[config.mk]
export PLATFORM = sky130hd
export DESIGN_NAME = rail_discharge_pg_delay_regs
export DESIGN_NICKNAME = d
export VERILOG_FILES = /design/src/rail_regs_pkg.sv /design/src/pg_delay_timer.sv /design/src/rail_discharge_pg_delay_regs.sv
export SDC_FILE = /design/constraint.sdc
export NUM_CORES = 1
export LEC_CHECK = 0
export ABC_AREA = 1
export CORE_ASPECT_RATIO = 0.9
export CORE_UTILIZATION = 55
export CTS_BUF_LIST = sky130_fd_sc_hd__clkbuf_8
export DETAILED_ROUTE_END_ITERATION = 16
export DONT_BUFFER_PORTS = 1
export PLACE_DENSITY_LB_ADDON = 0.05
export SYNTH_ARGS = -nofsm -noshare
export SYNTH_HDL_FRONTEND = slang
export SYNTH_SLANG_ARGS = --single-unit
[constraint.sdc]
create_clock -name mclk -period 6.55 [get_ports mclk]
set_clock_uncertainty 0.1 [all_clocks]
set_input_delay 1.31 -clock mclk [delete_from_list [all_inputs] [get_ports mclk]]
set_output_delay 1.31 -clock mclk [all_outputs]
set_load 0.05 [all_outputs]
[src/rail_regs_pkg.sv]
// Package with register map, field layout and timing constants of the discharge and delay bank.
package rail_regs_pkg;

  // Register offsets on the internal register port.
  localparam logic [7:0] DISCH_B_OFFSET = 8'h41;
  localparam logic [7:0] DISCH_C_OFFSET = 8'h42;
  localparam logic [7:0] PG_DELAY_OFFSET = 8'h43;

  // Field positions.
  localparam int AUX_LDO_TWO_LSB = 6;
  localparam int SWITCH_A_ONE_LSB = 4;
  localparam int BUCK_SIX_LSB = 2;
  localparam int BUCK_FIVE_LSB = 0;
  localparam int SWITCH_B_TWO_LSB = 4;
  localparam int SWITCH_B_ONE_LSB = 2;
  localparam int AUX_LDO_THREE_LSB = 0;
  localparam int DELAY_LSB = 0;

  // Writable masks; reserved bits read as zero.
  localparam logic [7:0] DISCH_B_MASK = 8'hFF;
  localparam logic [7:0] DISCH_C_MASK = 8'h3F;
  localparam logic [7:0] PG_DELAY_MASK = 8'h07;

  // Reset values.
  localparam logic [7:0] DISCH_B_RESET = 8'h00;
  localparam logic [7:0] DISCH_C_RESET = 8'h15;
  localparam logic [7:0] PG_DELAY_RESET = 8'h00;

  // Discharge resistance codes.
  typedef enum logic [1:0] {
    DISCH_NONE = 2'h0,
    DISCH_100 = 2'h1,
    DISCH_200 = 2'h2,
    DISCH_500 = 2'h3
  } discharge_code_t;

  // Output pin modes.
  localparam logic [1:0] MODE_POWER_GOOD = 2'h0;
  localparam logic [1:0] MODE_LEVEL_SHIFT = 2'h1;
  localparam logic [1:0] MODE_I2C_GPO = 2'h2;

  // Delay times in microseconds, and clock rate.
  localparam longint CLK_HZ = 200000000;
  localparam longint DELAY_US [8] = '{2500, 5000, 10000, 15000, 20000, 50000, 75000, 100000};
  // Half-millisecond tick length in microseconds, and its count of clock cycles.
  localparam longint TICK_US = 500;
  localparam int TICK_CYCLES = int'(CLK_HZ * TICK_US / 1000000);

  // Rail count on the enable and discharge buses.
  localparam int NUM_RAILS = 7;

  // Register port request bundle.
  typedef struct packed {
    logic wr;
    logic rd;
    logic [7:0] addr;
    logic [7:0] wdata;
  } reg_req_t;

  // Discharge selector bundle handed to the analog resistors.
  typedef struct packed {
    discharge_code_t aux_ldo_two_discharge_sel;
    discharge_code_t switch_a_one_discharge_sel;
    discharge_code_t buck_six_discharge_sel;
    discharge_code_t buck_five_discharge_sel;
    discharge_code_t switch_b_two_discharge_sel;
    discharge_code_t switch_b_one_discharge_sel;
    discharge_code_t aux_ldo_three_discharge_sel;
  } discharge_bus_t;

endpackage

[src/pg_delay_timer.sv]
// Power-good delay timer counting half-millisecond ticks up to the programmed delay.
`timescale 1ns/10ps
`default_nettype none
module pg_delay_timer
  import rail_regs_pkg::*;
#(
  parameter int TICK_LEN = TICK_CYCLES
)
(
  // Clock and reset
  input wire logic mclk,
  input wire logic rst,
  // Control
  input wire logic start,
  input wire logic [2:0] code,
  // Result
  output logic expired
);

  // A prescaler shorter than one cycle cannot count a tick.
  if (TICK_LEN < 1)
  begin : g_bad_tick
    $error("TICK_LEN must be at least one cycle");
  end

  logic [$clog2(TICK_LEN+1)-1:0] pre_r;
  logic [7:0] ticks_r;
  logic [7:0] target;

  // Delay target in ticks of 0.5 ms.
  always_comb
  begin
    target = 8'(DELAY_US[code] / TICK_US);
  end

  always_ff @(posedge mclk or posedge rst)
  begin
    if (rst)
    begin
      pre_r <= '0;
      ticks_r <= 8'h00;
      expired <= 1'b0;
    end
    else if (!start)
    begin
      pre_r <= '0;
      ticks_r <= 8'h00;
      expired <= 1'b0;
    end
    else if (!expired)
    begin
      if (ticks_r >= target)
      begin
        expired <= 1'b1;
      end
      else if (pre_r == ($clog2(TICK_LEN+1))'(TICK_LEN - 1))
      begin
        pre_r <= '0;
        ticks_r <= ticks_r + 8'h01;
      end
      else
      begin
        pre_r <= pre_r + ($clog2(TICK_LEN+1))'(1);
      end
    end
  end

endmodule
`default_nettype wire

[src/rail_discharge_pg_delay_regs.sv]
// Discharge selector and power-good delay register bank.
//
// What this block does
// RULE1 - Bits 7:6 of register B pick second aux LDO discharge: none,100,200,500.
// RULE2 - Bits 5:4 of register B pick switch A one discharge resistance.
// RULE3 - Bits 3:2 of register B pick buck six discharge resistance.
// RULE4 - Bits 1:0 of register B pick buck five discharge resistance.
// RULE5 - Register C at 42h bits 5:4 pick switch B two discharge.
// RULE6 - Register C bits 3:2 pick switch B one discharge resistance.
// RULE7 - Register C bits 1:0 pick third aux LDO discharge resistance.
// RULE8 - An enabled rail always gets discharge code 00, whatever was written.
// RULE9 - Delay starts when all assigned rails regulate; power-good asserts on expiry.
// RULE10 - Output three is power-good, level shifter, or I2C-driven general output; mode code 3 drives it low.
// RULE11 - Delay codes 0..7 give 2.5,5,10,15,20,50,75,100 ms.
// RULE12 - Delay bits are ignored when output is I2C-driven and not used for termination.
// RULE13 - Reserved bits read zero and ignore writes.
`timescale 1ns/10ps
`default_nettype none
module rail_discharge_pg_delay_regs
  import rail_regs_pkg::*;
#(
  parameter int TICK_LEN = TICK_CYCLES,
  parameter int RAILS = NUM_RAILS
)
(
  // Clock and reset
  input wire logic mclk,
  input wire logic rst,
  // Register port from the serial interface
  input wire reg_req_t req,
  output logic [7:0] rdata,
  // Rail enables, bit order as in discharge_bus_t, MSB first
  input wire logic [RAILS-1:0] rail_enable,
  // Output three configuration
  input wire logic [1:0] out_mode,
  input wire logic termination_enable_use,
  input wire logic in_regulation,
  input wire logic level_in,
  input wire logic gpo_level,
  // Results
  output discharge_bus_t discharge,
  output logic general_output_three,
  output logic power_good
);

  // ***********************************
  // Parameter checks
  // ***********************************
  // The field layout is fixed by the package, so a different rail count cannot be served.
  if (RAILS != NUM_RAILS)
  begin : g_bad_rails
    $error("RAILS must match the number of discharge fields");
  end
  if (2 * RAILS != $bits(discharge_bus_t))
  begin : g_bad_bus
    $error("RAILS must give two bits per field of the discharge bus");
  end

  // ***********************************
  // Registers
  // ***********************************
  logic [7:0] disch_b_r;
  logic [7:0] disch_c_r;
  logic [7:0] delay_r;

  // Each register keeps its writable bits only, so reserved bits stay zero.
  // A read and a write on the same edge return the value from before the write.
  // RULE13 reserved write mask
  always_ff @(posedge mclk or posedge rst)
  begin
    if (rst)
    begin
      disch_b_r <= DISCH_B_RESET;
      disch_c_r <= DISCH_C_RESET;
      delay_r <= PG_DELAY_RESET;
    end
    else if (req.wr)
    begin
      if (req.addr == DISCH_B_OFFSET)
      begin
        disch_b_r <= req.wdata & DISCH_B_MASK;
      end
      if (req.addr == DISCH_C_OFFSET)
      begin
        disch_c_r <= req.wdata & DISCH_C_MASK;
      end
      if (req.addr == PG_DELAY_OFFSET)
      begin
        delay_r <= req.wdata & PG_DELAY_MASK;
      end
    end
  end

  logic [7:0] rdata_nxt;

  // Unmapped offsets read as zero.
  // RULE13 reserved reads zero
  always_comb
  begin
    unique case (req.addr)
      DISCH_B_OFFSET: rdata_nxt = disch_b_r;
      DISCH_C_OFFSET: rdata_nxt = disch_c_r & DISCH_C_MASK;
      PG_DELAY_OFFSET: rdata_nxt = delay_r & PG_DELAY_MASK;
      default: rdata_nxt = 8'h00;
    endcase
  end

  // Read data hold until the next read strobe.
  always_ff @(posedge mclk or posedge rst)
  begin
    if (rst)
    begin
      rdata <= 8'h00;
    end
    else if (req.rd)
    begin
      rdata <= rdata_nxt;
    end
  end

  // ***********************************
  // Discharge selectors
  // ***********************************
  logic [2*RAILS-1:0] stored;
  logic [2*RAILS-1:0] forced;

  // RULE1 RULE2 RULE3 RULE4 register B fields
  // RULE5 RULE6 RULE7 register C fields
  always_comb
  begin
    stored = {disch_b_r[AUX_LDO_TWO_LSB +: 2], disch_b_r[SWITCH_A_ONE_LSB +: 2],
              disch_b_r[BUCK_SIX_LSB +: 2], disch_b_r[BUCK_FIVE_LSB +: 2],
              disch_c_r[SWITCH_B_TWO_LSB +: 2], disch_c_r[SWITCH_B_ONE_LSB +: 2],
              disch_c_r[AUX_LDO_THREE_LSB +: 2]};
  end

  genvar g;
  generate
    for (g = 0; g < RAILS; g++)
    begin : g_rail
      // The force sits ahead of the output register, so the resistors see the
      // forced code one cycle after the rail comes on.
      // RULE8 force none when enabled
      assign forced[2*g +: 2] = rail_enable[g] ? DISCH_NONE : stored[2*g +: 2];
    end
  endgenerate

  always_ff @(posedge mclk or posedge rst)
  begin
    if (rst)
    begin
      discharge <= '0;
    end
    else
    begin
      discharge <= discharge_bus_t'(forced);
    end
  end

  // ***********************************
  // Output three and power-good delay
  // ***********************************
  logic delay_used;
  logic expired;

  // Under software control with no termination duty the timer stays cleared,
  // so a stale delay code cannot raise power-good.
  // RULE12 delay ignored when unused
  assign delay_used = (out_mode != MODE_I2C_GPO) || termination_enable_use;

  // RULE9 RULE11 delay from regulation
  pg_delay_timer #(
    .TICK_LEN(TICK_LEN)
  ) u_timer (
    .mclk(mclk),
    .rst(rst),
    .start(in_regulation && delay_used),
    .code(delay_r[DELAY_LSB +: 3]),
    .expired(expired)
  );

  // Power-good drops the cycle after regulation is lost, without waiting for the timer.
  always_ff @(posedge mclk or posedge rst)
  begin
    if (rst)
    begin
      power_good <= 1'b0;
    end
    else
    begin
      power_good <= expired && in_regulation;
    end
  end

  logic out_three_nxt;

  // RULE10 output mode select
  always_comb
  begin
    unique case (out_mode)
      MODE_POWER_GOOD: out_three_nxt = expired && in_regulation;
      MODE_LEVEL_SHIFT: out_three_nxt = expired && level_in;
      MODE_I2C_GPO: out_three_nxt = gpo_level;
      default: out_three_nxt = 1'b0;
    endcase
  end

  // The pin level is registered so that it cannot glitch while the mode changes.
  always_ff @(posedge mclk or posedge rst)
  begin
    if (rst)
    begin
      general_output_three <= 1'b0;
    end
    else
    begin
      general_output_three <= out_three_nxt;
    end
  end

endmodule
`default_nettype wire

Word-level counts from Yosys, hierarchy flattened:

Memories as Yosys holds them, arrays and structs flattened.
Index checks and enable logic that the tools add are counted.

* flip-flop bits (word level): 67
* bits in read-only memories: 512
* logic and storage cells: 65
* memories: 1

* add/sub/neg operators: 2
* divide/modulo/power cells: 1
* $lt $le $gt $ge: 2
* eq/ne operators: 10
* mux-type cells: 22
* bitwise gates (word level): 1
* reductions and logical operators: 10

Memories
* (no name shown): words 8, width 64, read ports 1, clocked after Yosys merged registers in 0, write ports 0, RTL line pg_delay_timer.sv:33 `target = 8'(DELAY_US[code] / TICK_US);`

Operator list (number)
* 64-bit two-way mux: 2
* 17-bit two-way mux: 4
* 64-bit by 10-bit divider with 64-bit output, second input constant: 1
* 8-bit two-way mux: 4
* 8-bit by 7-bit == test with 1-bit output, second input constant: 3
* 8-bit one-hot mux with 3 select lines: 1
* 17-bit by 1-bit adder with 17-bit output, second input constant: 1
* 17-bit == test, second input constant: 1
* 2-bit two-way mux: 7
* 8-bit by 1-bit adder with 8-bit output, second input constant: 1
* 8-bit >= comparator: 1
* 2-bit != test, second input constant: 4
* 2-bit AND reduction: 4
* 4-bit >= comparator, second input constant: 1
* 3-bit NOT with 4-bit output: 1
* 1-bit logical AND: 3
* 1-bit two-way mux: 3
* 1-bit one-hot mux with 3 select lines: 1
* 3-bit AND reduction: 1
* 2-bit by 1-bit == test with 1-bit output, second input constant: 1
* 2-bit == test, second input constant: 1
* 2-bit zero test: 1
* 1-bit logical OR: 1

Longest topological paths before layout:

Gate-level depths: netlist (run 1).

* depth in word-level cells: 9
* gate-level depth with buffers: 56

Cells and area by module:

From an unflattened synthesis (run 1), not the netlist that was laid out.

* cells, all modules: 679
* area total of the unflattened synthesis: 4790.8 um2

Modules (own cells, without submodules)
* pg_delay_timer: instances 1, cells an instance 495, area an instance 3055.4 um2, seq. area each 650.6 um2
* rail_discharge_pg_delay_regs: instances 1, cells an instance 184, area an instance 1735.4 um2, seq. area each 1029.7 um2

Worst setup path after synthesis (run 1):

No wires, ideal clock.

* path type: reg-to-reg
* from: reg delay_r[1]
* to: reg u_timer.pre_r[15]
* library setup time: 135 ps
* arrival time: 5954 ps
* path slack: 361 ps
* cell stages (with the launch flop): 54
* buffers on the path: 0
* period minus slack after synthesis: 6189 ps
* cell sequence: dfrtp_1 -> inv_2 -> ha_1 -> nand2_1 -> nand3_2 -> nand2_1 -> inv_1 -> ha_1 -> nor2_1 -> o21bai_1 -> nand2_1 -> nand2_1 -> inv_2 -> nand2_2 -> inv_2 -> nand2_4 -> nand2_4 -> nand2_2 -> (+18 left out) -> nand2_1 -> ha_1 -> inv_1 -> a21oi_1 -> o21ai_0 -> nand2_1 -> o2111ai_1 -> o21ai_1 -> clkinv_1 -> nor3_1 -> nand2_1 -> nor3_1 -> nand2_1 -> nor2_1 -> inv_1 -> nor2_1 -> and3_1 -> nor3_1

* cells in the longest elaborated chain, start to end: 8

RTL lines
* from (decl): RTL line rail_discharge_pg_delay_regs.sv:64 `logic [7:0] delay_r;`
* from (signal assigned): RTL line rail_discharge_pg_delay_regs.sv:89 `delay_r <= req.wdata & PG_DELAY_MASK;`
* 3-bit NOT with 4-bit output (not written as such): RTL line pg_delay_timer.sv:33
* memory 8 x 64 bit
* 64-bit two-way mux (not written as such) (2 in series): RTL line pg_delay_timer.sv:33
* 64-bit by 10-bit divider with 64-bit output: RTL line pg_delay_timer.sv:33
* 8-bit >= comparator: RTL line pg_delay_timer.sv:52 `if (ticks_r >= target)`
* 2-bit != test (no source line)
* 2-bit AND reduction (no source line)
* to (signal assigned): RTL line pg_delay_timer.sv:63 `pre_r <= pre_r + ($clog2(TICK_LEN+1))'(1);`
* to (decl): RTL line pg_delay_timer.sv:26 `logic [$clog2(TICK_LEN+1)-1:0] pre_r;`

Every way passes these cells. The select of a mux whose other input is x is not followed.
A chain may end at the register's enable or synchronous reset.

Worst setup path after layout (run 1):

Ends and elaborated chain as after synthesis.

==> reports/qor.txt, run 1 <==
Sw Pwr -> 883 uW
Worst setup EP type -> flip-flop
I/O pins -> 57
Switching Fraction -> 44.9%
largest net degree at the start of global routing -> 44
most numerous cell on the critical path -> nand2_2
# fillers -> 618
layout net count -> 717
clk sinks -> 67
Fin. Hold Viols -> 0
worst-margin pin slew -> 0.827 ns
leading post-synthesis cells by cell area -> dfrtp_1 (36%), nand2_1 (13%), inv_1 (7.2%)
leakage dissipation -> 0.00266 uW
Crit Path Max Fanout -> 8
reg-to-reg startpoint -> delay_r[1]$_DFFE_PP0P_
die height -> 87.3 um
Std-Cell Rows -> 30
outcome -> complete, no violations
sequential power share -> 23.8%
clock tree buffer depth -> 2
vias in the first global route -> 3647
Cell Count Post-Placement -> 725
H-tree depth -> 3
clock-pin slew on the worst setup and hold paths -> 0.08 ns
Crit-path slowest cell -> dfrtp_2
worst r2r path cells -> 50
Worst R2R End -> u_timer.pre_r[15]$_DFFE_PP0P_
Avg Inst Size Synth -> 7.08 um2
max-capacitance violation count -> 0
maximum vdd drop -> 0.187 mV
Num CTS Buffers -> 9
Mapped Nets -> 677
Worst setup SP type -> flip-flop
ys async rst share -> 100%
FMAX -> 0.157 GHz
initial DRC count -> 151
grt ovf -> 0
Netlist cell types -> 39
initial core utilization -> 57.8%
class of the worst hold path -> reg -> reg
RSZ-0062 raised after global routing -> yes
Post-DP HPWL -> 7220 um
Global Route Usage Sum -> 23.5%
EDFF count, synth -> 0
Max Slew Vio Count -> 0
Die ar. -> 8450 um2
post-route ant nets -> 0
HP Start -> disch_b_r[5]$_DFFE_PP0P_
critical path data required time -> 6.66 ns
proportion of layout cells with a drive suffix above 1 -> 26.6%
die width -> 96.8 um
Mapped Area -> 4450 um2
CORE AREA -> 7690 um2
Yosys top cell by area -> dfrtp_1
top cell type's share of synthesized area -> 36.0%
Clk pwr share -> 18.9%
R2R Setup Slk -> 0.19 ns
initial antenna violation count -> 0
Arrival @ worst endpoint -> 6.47 ns
hold worst-path end -> discharge[11]$_DFF_PP0_
1st-pass router iterations -> 4
CTS tree -> done
number of synthesized register bits -> 67
top_reg_cell synth -> dfrtp_1
Non-Filler Instances -> 769
Int Pwr -> 1080 uW
max_slew headroom -> 44.7%
routed wire length -> 10500 um
Root Buffer -> clkbuf_8
Cell Pwr Density -> 361 nW/um2
Worst Hold Depth -> 2
drt drc -> 0
post-DR vias/cell -> 5.35
slowest stage delay, CP -> 0.46 ns
Synth warnings -> 0
Comb pwr share -> 57.3%
final setup violation count -> 0
Post-Synthesis Cells -> 628
vias -> 4117
fin crit share -> 97.2%
clk_lat worst skew -> 0.34 ns
Port Buffer Count -> 0
global-route wire length before repair -> 16200 um
wire per inst -> 13.6 um
antenna cells -> 0
hold_ws -> 0.390 ns
Area growth syn-to-layout -> 22.4%
fin crit period -> 6.36 ns
Setup CP Type -> reg -> reg
Seq/Total Area, Yosys -> 37.8%
routability cong. -> 0.858
state kept, by name (all words and copies together), names as in the netlist:
| name | flops |
|---|---|
| u_timer.pre_r | 17 |
| power_good | 1 |
| disch_b_r | 8 |
| general_output_three | 1 |
| u_timer.ticks_r | 8 |
| rdata | 8 |
| u_timer.expired | 1 |
| delay_r | 3 |
| disch_c_r | 6 |
| discharge | 14 |
per-stage QoR:
| step | util, % | instance area, um2 | setup slack, ns | power (uW) | setup TNS [ns] |
|---|---|---|---|---|---|
| 3_5_place_dp | 59.7 | 4590 | -0.132 | 1250 | -0.132 |
| 5_1_grt | 70.8 | 5450 | -0.192 | 2110 | -0.276 |
| 3_3_place_gp | 59.7 | 4590 | 0.213 | 1230 | 0 |
| 2_1_floorplan | - | 4450 | 0.361 | 1120 | 0 |
| 4_1_cts | 62.7 | 4830 | 0.0248 | 1620 | 0 |
| 6_report | 70.8 | 5450 | 0.186 | 1970 | 0 |
kinds of logic after synthesis:
family,Yosys count,share of synthesized area [%]
simple gates,341,35.8
buf+inv,107,9.23
compound gates,91,11.5
flops,67,37.8
fa+ha+maj,16,4.50
xor+xnor,6,1.18
cell usage after synthesis, drive strengths merged, types with 5 or more instances:
cell type	instances
inv	95
nor3	22
clkbuf	5
o21ai	41
dfrtp	64
nor2	75
nand4	8
nor4	5
nand2	175
nand3	48
ha	16
a21oi	34
clkinv	6
cell usage in the layout, fill, tap and decap left out, types with 4 or more instances in the layout:
| master | count |
|---|---|
| nand2_1 | 125 |
| inv_1 | 81 |
| dfrtp_1 | 61 |
| nor2_1 | 58 |
| nand2_2 | 37 |
| o21ai_0 | 33 |
| buf_4 | 32 |
| a21oi_1 | 30 |
| nand3_1 | 30 |
| nor3_1 | 17 |
| nor2_4 | 14 |
| inv_2 | 13 |
| nand2_4 | 12 |
| nand3_2 | 12 |
| ha_1 | 12 |
| clkbuf_8 | 9 |
| nand4_1 | 8 |
| nand3_4 | 7 |
| nor4_1 | 5 |
| o21ai_1 | 5 |
| inv_4 | 4 |
| o31ai_1 | 4 |
| xor2_1 | 4 |
| o22ai_1 | 4 |
power groups by stage:
| stage | Sequential (uW) | Combinational [uW] | Clock [uW] |
|---|---|---|---|
| 3_3_place_gp | 476 | 759 | 0 |
| 6_report | 468 | 1130 | 371 |
| 4_1_cts | 468 | 776 | 375 |
| 5_1_grt | 470 | 1240 | 396 |
| 2_1_floorplan | 474 | 645 | 0 |
| 3_5_place_dp | 476 | 771 | 0 |
worst max-delay path: cells and delay by family, from the launching register on:
| family | cells | cell delay (ns) |
|---|---|---|
| flops | 1 | 0.46 |
| fa+ha+maj | 2 | 0.42 |
| simple gates | 29 | 3.08 |
| buf+inv | 11 | 0.90 |
| compound gates | 8 | 1.27 |
worst max-delay path by stage:
stage | startpoint | endpoint | slack, ns | depth (start not counted)
2_1_floorplan | delay_r[1]$_DFFE_PP0P_ | u_timer.pre_r[15]$_DFFE_PP0P_ | 0.36 | 53
3_3_place_gp | delay_r[0]$_DFFE_PP0P_ | u_timer.pre_r[15]$_DFFE_PP0P_ | 0.21 | 54
3_5_place_dp | delay_r[0]$_DFFE_PP0P_ | u_timer.pre_r[15]$_DFFE_PP0P_ | -0.13 | 53
4_1_cts | delay_r[0]$_DFFE_PP0P_ | u_timer.pre_r[15]$_DFFE_PP0P_ | 0.02 | 53
5_1_grt | delay_r[2]$_DFFE_PP0P_ | u_timer.pre_r[15]$_DFFE_PP0P_ | -0.19 | 51
6_report | delay_r[1]$_DFFE_PP0P_ | u_timer.pre_r[15]$_DFFE_PP0P_ | 0.19 | 50
routing by layer:
layer,wire (um),vias to the layer above,GRT usage [%]
met5,0,-,0
met4,133,0,6.65
met3,400,14,5.22
met2,4860,92,37.3
met1,5100,1905,32.3
li1,-,2106,-
what timing repair did:
| item | in CTS | in global routing |
|---|---|---|
| buffers inserted | 1 | 26 |
| gates cloned | 0 | 1 |
| setup endpoints to repair | 2 | 23 |
| pin swaps | 0 | 51 |
| hold buffers | 0 | 0 |
| resized for setup | 3 | 110 |
area by class of cell:
cell class              instances  area (um2)  share of cell area [%]
clock buffers                   9         124                    2.27
clock inverters                 7        93.8                    1.72
inverters                     101         390                    7.17
multi-input cells             455        2770                    50.9
flip-flops and latches         67        1680                    30.9
well taps                      96         120                    2.21
repair buffers                 34         263                    4.83
Power figures use the tool's default switching activity.
==> run 2: changes to the inputs <==
--- a/config.mk
+++ b/config.mk
@@ -6,11 +6,11 @@
 export NUM_CORES = 1
 export LEC_CHECK = 0
 export ABC_AREA = 1
+export BUFFER_PORTS_ARGS = -buffer_cell sky130_fd_sc_hd__buf_2
 export CORE_ASPECT_RATIO = 0.9
 export CORE_UTILIZATION = 55
 export CTS_BUF_LIST = sky130_fd_sc_hd__clkbuf_8
 export DETAILED_ROUTE_END_ITERATION = 16
-export DONT_BUFFER_PORTS = 1
 export PLACE_DENSITY_LB_ADDON = 0.05
 export SYNTH_ARGS = -nofsm -noshare
 export SYNTH_HDL_FRONTEND = slang
==> reports/qor.txt, run 2 (synthesized netlist as in run 1, its figures left out) <==
clk sinks -> 67
max-capacitance violation count -> 0
final setup violation count -> 0
max FFs per register -> 17
grt ovf -> 0
HP Start -> rdata[2]$_DFFE_PP0P_
Arrival @ worst endpoint -> 6.49 ns
I/O pins -> 57
layout net count -> 769
RSZ-0062 raised after global routing -> yes
outcome -> complete, no violations
Non-Filler Instances -> 821
vias in the first global route -> 3809
post-route ant nets -> 0
Area growth syn-to-layout -> 29.0%
initial antenna violation count -> 0
Cell Count Post-Placement -> 782
sequential power share -> 21.3%
Place WS -> -0.0281 ns
most frequent cells in the layout -> nand2_1 (135), inv_1 (80), dfrtp_1 (62)
fin crit share -> 97.3%
setup ws final -> 0.176 ns
slowest stage delay, CP -> 0.46 ns
Post-DP HPWL -> 7530 um
hold_ws -> 0.389 ns
leakage dissipation -> 0.00290 uW
vias -> 4378
Std-Cell Rows -> 30
Worst setup EP type -> flip-flop
maximum vdd drop -> 0.165 mV
Clk pwr share -> 23.5%
critical path data required time -> 6.66 ns
clock-pin slew on the worst setup and hold paths -> 0.07 ns
Crit Path Max Fanout -> 7
clk_lat worst skew -> 0.34 ns
Comb pwr share -> 55.2%
reg-to-reg startpoint -> delay_r[1]$_DFFE_PP0P_
fin crit period -> 6.37 ns
CORE AREA -> 7690 um2
Crit-path slowest cell -> dfrtp_2
initial DRC count -> 208
Global Route Usage Sum -> 24.2%
most common cell after layout, fill and taps aside -> nand2_1
die height -> 87.3 um
FMAX -> 0.157 GHz
max_slew headroom -> 44.6%
die width -> 96.8 um
post-DR vias/cell -> 5.33
largest net degree at the start of global routing -> 68
routability cong. -> 0.894
clock tree buffer depth -> 2
drt drc -> 0
Setup CP Type -> reg -> reg
Setup crit start -> delay_r[1]$_DFFE_PP0P_
fin util -> 74.6%
wire per inst -> 13.5 um
Num CTS Buffers -> 9
Int Pwr -> 1170 uW
Switching Fraction -> 43.7%
Max Slew Vio Count -> 0
initial core utilization -> 57.8%
1st-pass router iterations -> 5
antenna cells -> 0
H-tree depth -> 3
Port Buffer Count -> 56
# fillers -> 566
class of the worst hold path -> reg -> reg
Largest regs -> u_timer.pre_r: 17 flops, discharge: 14 flops
Most flops, register -> u_timer.pre_r
Die ar. -> 8450 um2
Fin. Hold Viols -> 0
hold buffers post-CTS -> 0
worst-margin pin slew -> 0.829 ns
Cell Pwr Density -> 361 nW/um2
Sw Pwr -> 905 uW
proportion of layout cells with a drive suffix above 1 -> 30.6%
routed wire length -> 11100 um
most numerous cell on the critical path -> nand2_2
global-route wire length before repair -> 16800 um
Worst setup SP type -> flip-flop
Root Buffer -> clkbuf_8
CTS tree -> done
[run 2: changes by cell type in the layout (fill, tap and decap cells not counted), sizes merged]
cell	delta
buf	+52
bufinv	+3
clkinv	-2
inv	-1
[run 2: critical path: cells and delay by family, from the launching register on]
kind	cells	cell delay [ns]
buf+inv	7	0.61
fa+ha+maj	2	0.36
flops	1	0.46
simple gates	31	3.49
compound gates	8	1.20
[run 2: power groups by stage]
| stage | logic, uW | registers, uW | clock network, uW |
|---|---|---|---|
| 2_1_floorplan | 645 | 474 | 0 |
| 3_3_place_gp | 804 | 448 | 0 |
| 3_5_place_dp | 817 | 449 | 0 |
| 4_1_cts | 821 | 441 | 494 |
| 5_1_grt | 1250 | 443 | 510 |
| 6_report | 1140 | 441 | 488 |
[run 2: path summary, 6_finish.rpt]
path | slack (ns) | endpoint | cells after the start
worst max-delay path | 0.18 | u_timer.pre_r[15]$_DFFE_PP0P_ | 48
worst max register to register | 0.18 | u_timer.pre_r[15]$_DFFE_PP0P_ | 48
worst min-delay path | 0.39 | rdata[2]$_DFFE_PP0P_ | 2
max in group asynchronous | 4.65 | delay_r[2]$_DFFE_PP0P_ | 3
min in group asynchronous | 1.10 | u_timer.pre_r[15]$_DFFE_PP0P_ | 3
worst min register to register | 0.39 | rdata[2]$_DFFE_PP0P_ | 2
[run 2: area by class of cell]
cell class / instances / area, um2 / area share (%)
clock buffer: 9 / 124 / 2.16
tap: 96 / 120 / 2.09
inverter: 101 / 392 / 6.83
clock inverter: 7 / 164 / 2.86
multi-input combinational: 455 / 2750 / 47.9
sequential: 67 / 1680 / 29.3
timing repair buffer: 86 / 509 / 8.87
[run 2: stage by stage]
| stage | TNS (ns) | instance area, um2 | total power, uW |
|---|---|---|---|
| after global placement | 0 | 4880 | 1250 |
| after CTS | 0 | 5170 | 1760 |
| after global routing | -0.509 | 5740 | 2200 |
| after detailed placement | -0.0281 | 4880 | 1270 |
| after floorplan | 0 | 4450 | 1120 |
| final | 0 | 5740 | 2070 |
[run 2: layer usage]
layer	wire length [um]	track usage (%)
met5	0	0
met4	121	6.11
met3	466	4.74
met2	5100	38.9
met1	5380	33.6
[run 2: timing repair]
| action | CTS | global route |
|---|---|---|
| gates resized for setup | 2 | 97 |
| buffers inserted | 0 | 22 |
| cloned | 0 | 1 |
| endpoints found under the setup margin | 1 | 19 |
| pin swaps | 0 | 48 |
==> run 3: changes to the inputs <==
--- a/config.mk
+++ b/config.mk
@@ -9,9 +9,10 @@
 export BUFFER_PORTS_ARGS = -buffer_cell sky130_fd_sc_hd__buf_2
 export CORE_ASPECT_RATIO = 0.9
 export CORE_UTILIZATION = 55
-export CTS_BUF_LIST = sky130_fd_sc_hd__clkbuf_8
+export CTS_BUF_LIST = sky130_fd_sc_hd__clkbuf_4 sky130_fd_sc_hd__clkbuf_8
 export DETAILED_ROUTE_END_ITERATION = 16
 export PLACE_DENSITY_LB_ADDON = 0.05
 export SYNTH_ARGS = -nofsm -noshare
 export SYNTH_HDL_FRONTEND = slang
+export SYNTH_HIERARCHICAL = 1
 export SYNTH_SLANG_ARGS = --single-unit
==> reports/qor.txt, run 3 <==
Non-Filler Instances -> 881
Arrival @ worst endpoint -> 6.19 ns
Mapped Area -> 4790 um2
max-capacitance violation count -> 0
most frequent cells in the layout -> nand2_1 (170), inv_1 (107), dfrtp_1 (62)
critical path data required time -> 6.72 ns
drt drc -> 0
Worst setup SP type -> flip-flop
CTS tree -> done
count leader, synth -> nand2_1
Port Buffer Count -> 56
top_reg_cell synth -> dfrtp_1
setup_tns -> 0 ns
Synth top cells by count -> nand2_1 (182), inv_1 (112), dfrtp_1 (64)
clk sinks -> 67
I/O pins -> 57
Root Buffer -> clkbuf_8
FF+latch area -> 1680 um2
global-route wire length before repair -> 19000 um
clock tree buffer depth -> 2
Max Slew Vio Count -> 0
class of the worst hold path -> reg -> reg
Std-Cell Rows -> 31
ys async rst share -> 100%
Mapped Nets -> 729
initial antenna violation count -> 0
fin crit share -> 91.9%
vias -> 4601
maximum vdd drop -> 0.131 mV
Largest regs -> u_timer/pre_r: 17 flops, discharge: 14 flops
CORE AREA -> 8260 um2
# fillers -> 719
leading post-synthesis cells by cell area -> dfrtp_1 (33%), nand2_1 (14%), inv_1 (8.8%)
Seq/Total Area, Yosys -> 35.1%
Global Route Usage Sum -> 26.0%
Setup crit start -> delay_r[0]$_DFFE_PP0P_
R2R Setup Slk -> 0.53 ns
clk_lat worst skew -> 0.35 ns
die width -> 100 um
most numerous cell on the critical path -> nand2_1
clock-pin slew on the worst setup and hold paths -> 0.07 ns
reg-to-reg startpoint -> delay_r[0]$_DFFE_PP0P_
wire per inst -> 12.8 um
post-DR vias/cell -> 5.22
max_slew headroom -> 32.2%
vias in the first global route -> 4332
antenna cells -> 0
proportion of layout cells with a drive suffix above 1 -> 26.6%
final setup violation count -> 0
Cell Pwr Density -> 213 nW/um2
routability cong. -> 0.890
Crit Path Max Fanout -> 8
Yosys top cell by area -> dfrtp_1
number of synthesized register bits -> 67
Area growth syn-to-layout -> 20.4%
Post-Synthesis Cells -> 679
Cell Count Post-Placement -> 845
Worst setup EP type -> flip-flop
Num CTS Buffers -> 9
Worst R2R End -> u_timer/pre_r[15]$_DFFE_PP0P_
Crit-path slowest cell -> dfrtp_2
post-route ant nets -> 0
top cell type's share of synthesized area -> 33.4%
area occupied by multi-input gates -> 2760 um2
Synth warnings -> 6
Netlist cell types -> 43
initial core utilization -> 58.0%
FMAX -> 0.166 GHz
routed wire length -> 11300 um
worst-margin pin slew -> 1.02 ns
H-tree depth -> 3
Die ar. -> 9090 um2
leakage dissipation -> 0.00310 uW
die height -> 90.5 um
max FFs per register -> 17
worst r2r path cells -> 47
Post-DP HPWL -> 8270 um
HP Start -> u_timer/ticks_r[7]$_DFFE_PP0P_
fin crit period -> 6.02 ns
Fin. Hold Viols -> 0
slowest stage delay, CP -> 0.46 ns
largest net degree at the start of global routing -> 40
outcome -> complete, no violations
layout net count -> 811
1st-pass router iterations -> 5
Setup CP Type -> reg -> reg
Worst Hold Depth -> 1
most common cell after layout, fill and taps aside -> nand2_1
initial DRC count -> 235
hold worst-path end -> u_timer/ticks_r[7]$_DFFE_PP0P_
EDFF count, synth -> 0
grt ovf -> 0
Most flops, register -> u_timer/pre_r
Avg Inst Size Synth -> 7.06 um2
==> run 3: logic make-up after synthesis <==
family          count (synthesis)  synth area share [%]
flops                          67                  35.1
compound gates                 76                  9.77
xor+xnor                        5                 0.914
buf+inv                       131                  11.3
fa+ha+maj                      17                  4.44
simple gates                  383                  38.5
==> run 3: cell type report <==
| type | instances | share of cell area [%] |
|---|---|---|
| inverters | 121 | 8.05 |
| flip-flops and latches | 67 | 29.2 |
| clock buffers | 10 | 2.28 |
| multi-input cells | 483 | 47.9 |
| repair buffers | 79 | 8.51 |
| well taps | 115 | 2.50 |
| clock inverters | 6 | 1.56 |
==> run 3: through the flow <==
| step | total power, uW | instance area [um2] | setup WS (ns) | hold slack [ns] | utilization (%) |
|---|---|---|---|---|---|
| 6_report | 1230 | 5770 | 0.531 | 0.373 | 69.8 |
| 5_1_grt | 1310 | 5770 | -0.0296 | 0.416 | 69.8 |
| 4_1_cts | 1180 | 5390 | 0.0647 | 0.381 | 65.3 |
| 3_5_place_dp | 798 | 5160 | 0.0463 | 0.364 | 62.5 |
| 3_3_place_gp | 792 | 5160 | 0.262 | 0.362 | 62.5 |
| 2_1_floorplan | 724 | 4790 | 0.807 | 0.339 | - |
==> run 3: metal layers <==
layer / vias up / part of all wire, % / track usage [%]
met2: 113 / 48 / 43.0
li1: 2324 / - / -
met1: 2150 / 46 / 34.6
met5: - / 0 / 0
met3: 14 / 4.7 / 5.96
met4: 0 / 1.0 / 5.43
==> run 3: critical path: cells and delay by family, from the launching register on <==
| kind | cells | cell delay, ns |
|---|---|---|
| compound gates | 5 | 0.82 |
| fa+ha+maj | 3 | 0.72 |
| buf+inv | 7 | 0.71 |
| flops | 1 | 0.46 |
| simple gates | 32 | 3.09 |
==> run 3: power by group <==
group | total [uW] | switching (uW) | leakage, uW | internal (uW)
Combinational | 402 | 261 | 0.00215 | 141
Clock | 380 | 161 | 0.000110 | 219
Sequential | 444 | 10.6 | 0.000837 | 434
==> run 3: worst max path at each step <==
| stage | to | slack (ns) | cells after the start |
|---|---|---|---|
| after floorplan | u_timer/ticks_r[5]$_DFFE_PP0P_ | 0.81 | 50 |
| after global placement | u_timer/pre_r[15]$_DFFE_PP0P_ | 0.26 | 50 |
| after detailed placement | u_timer/pre_r[15]$_DFFE_PP0P_ | 0.05 | 50 |
| after CTS | u_timer/pre_r[15]$_DFFE_PP0P_ | 0.06 | 50 |
| after global routing | u_timer/pre_r[15]$_DFFE_PP0P_ | -0.03 | 50 |
| final | u_timer/pre_r[15]$_DFFE_PP0P_ | 0.53 | 47 |
==> run 3: what timing repair did <==
action                                  in CTS  in global routing
resized for setup                            1                 53
pin swaps                                    0                 20
hold buffers                                 0                  0
cloned                                       0                  2
setup buffers                                0                 18
endpoints found under the setup margin       1                 24
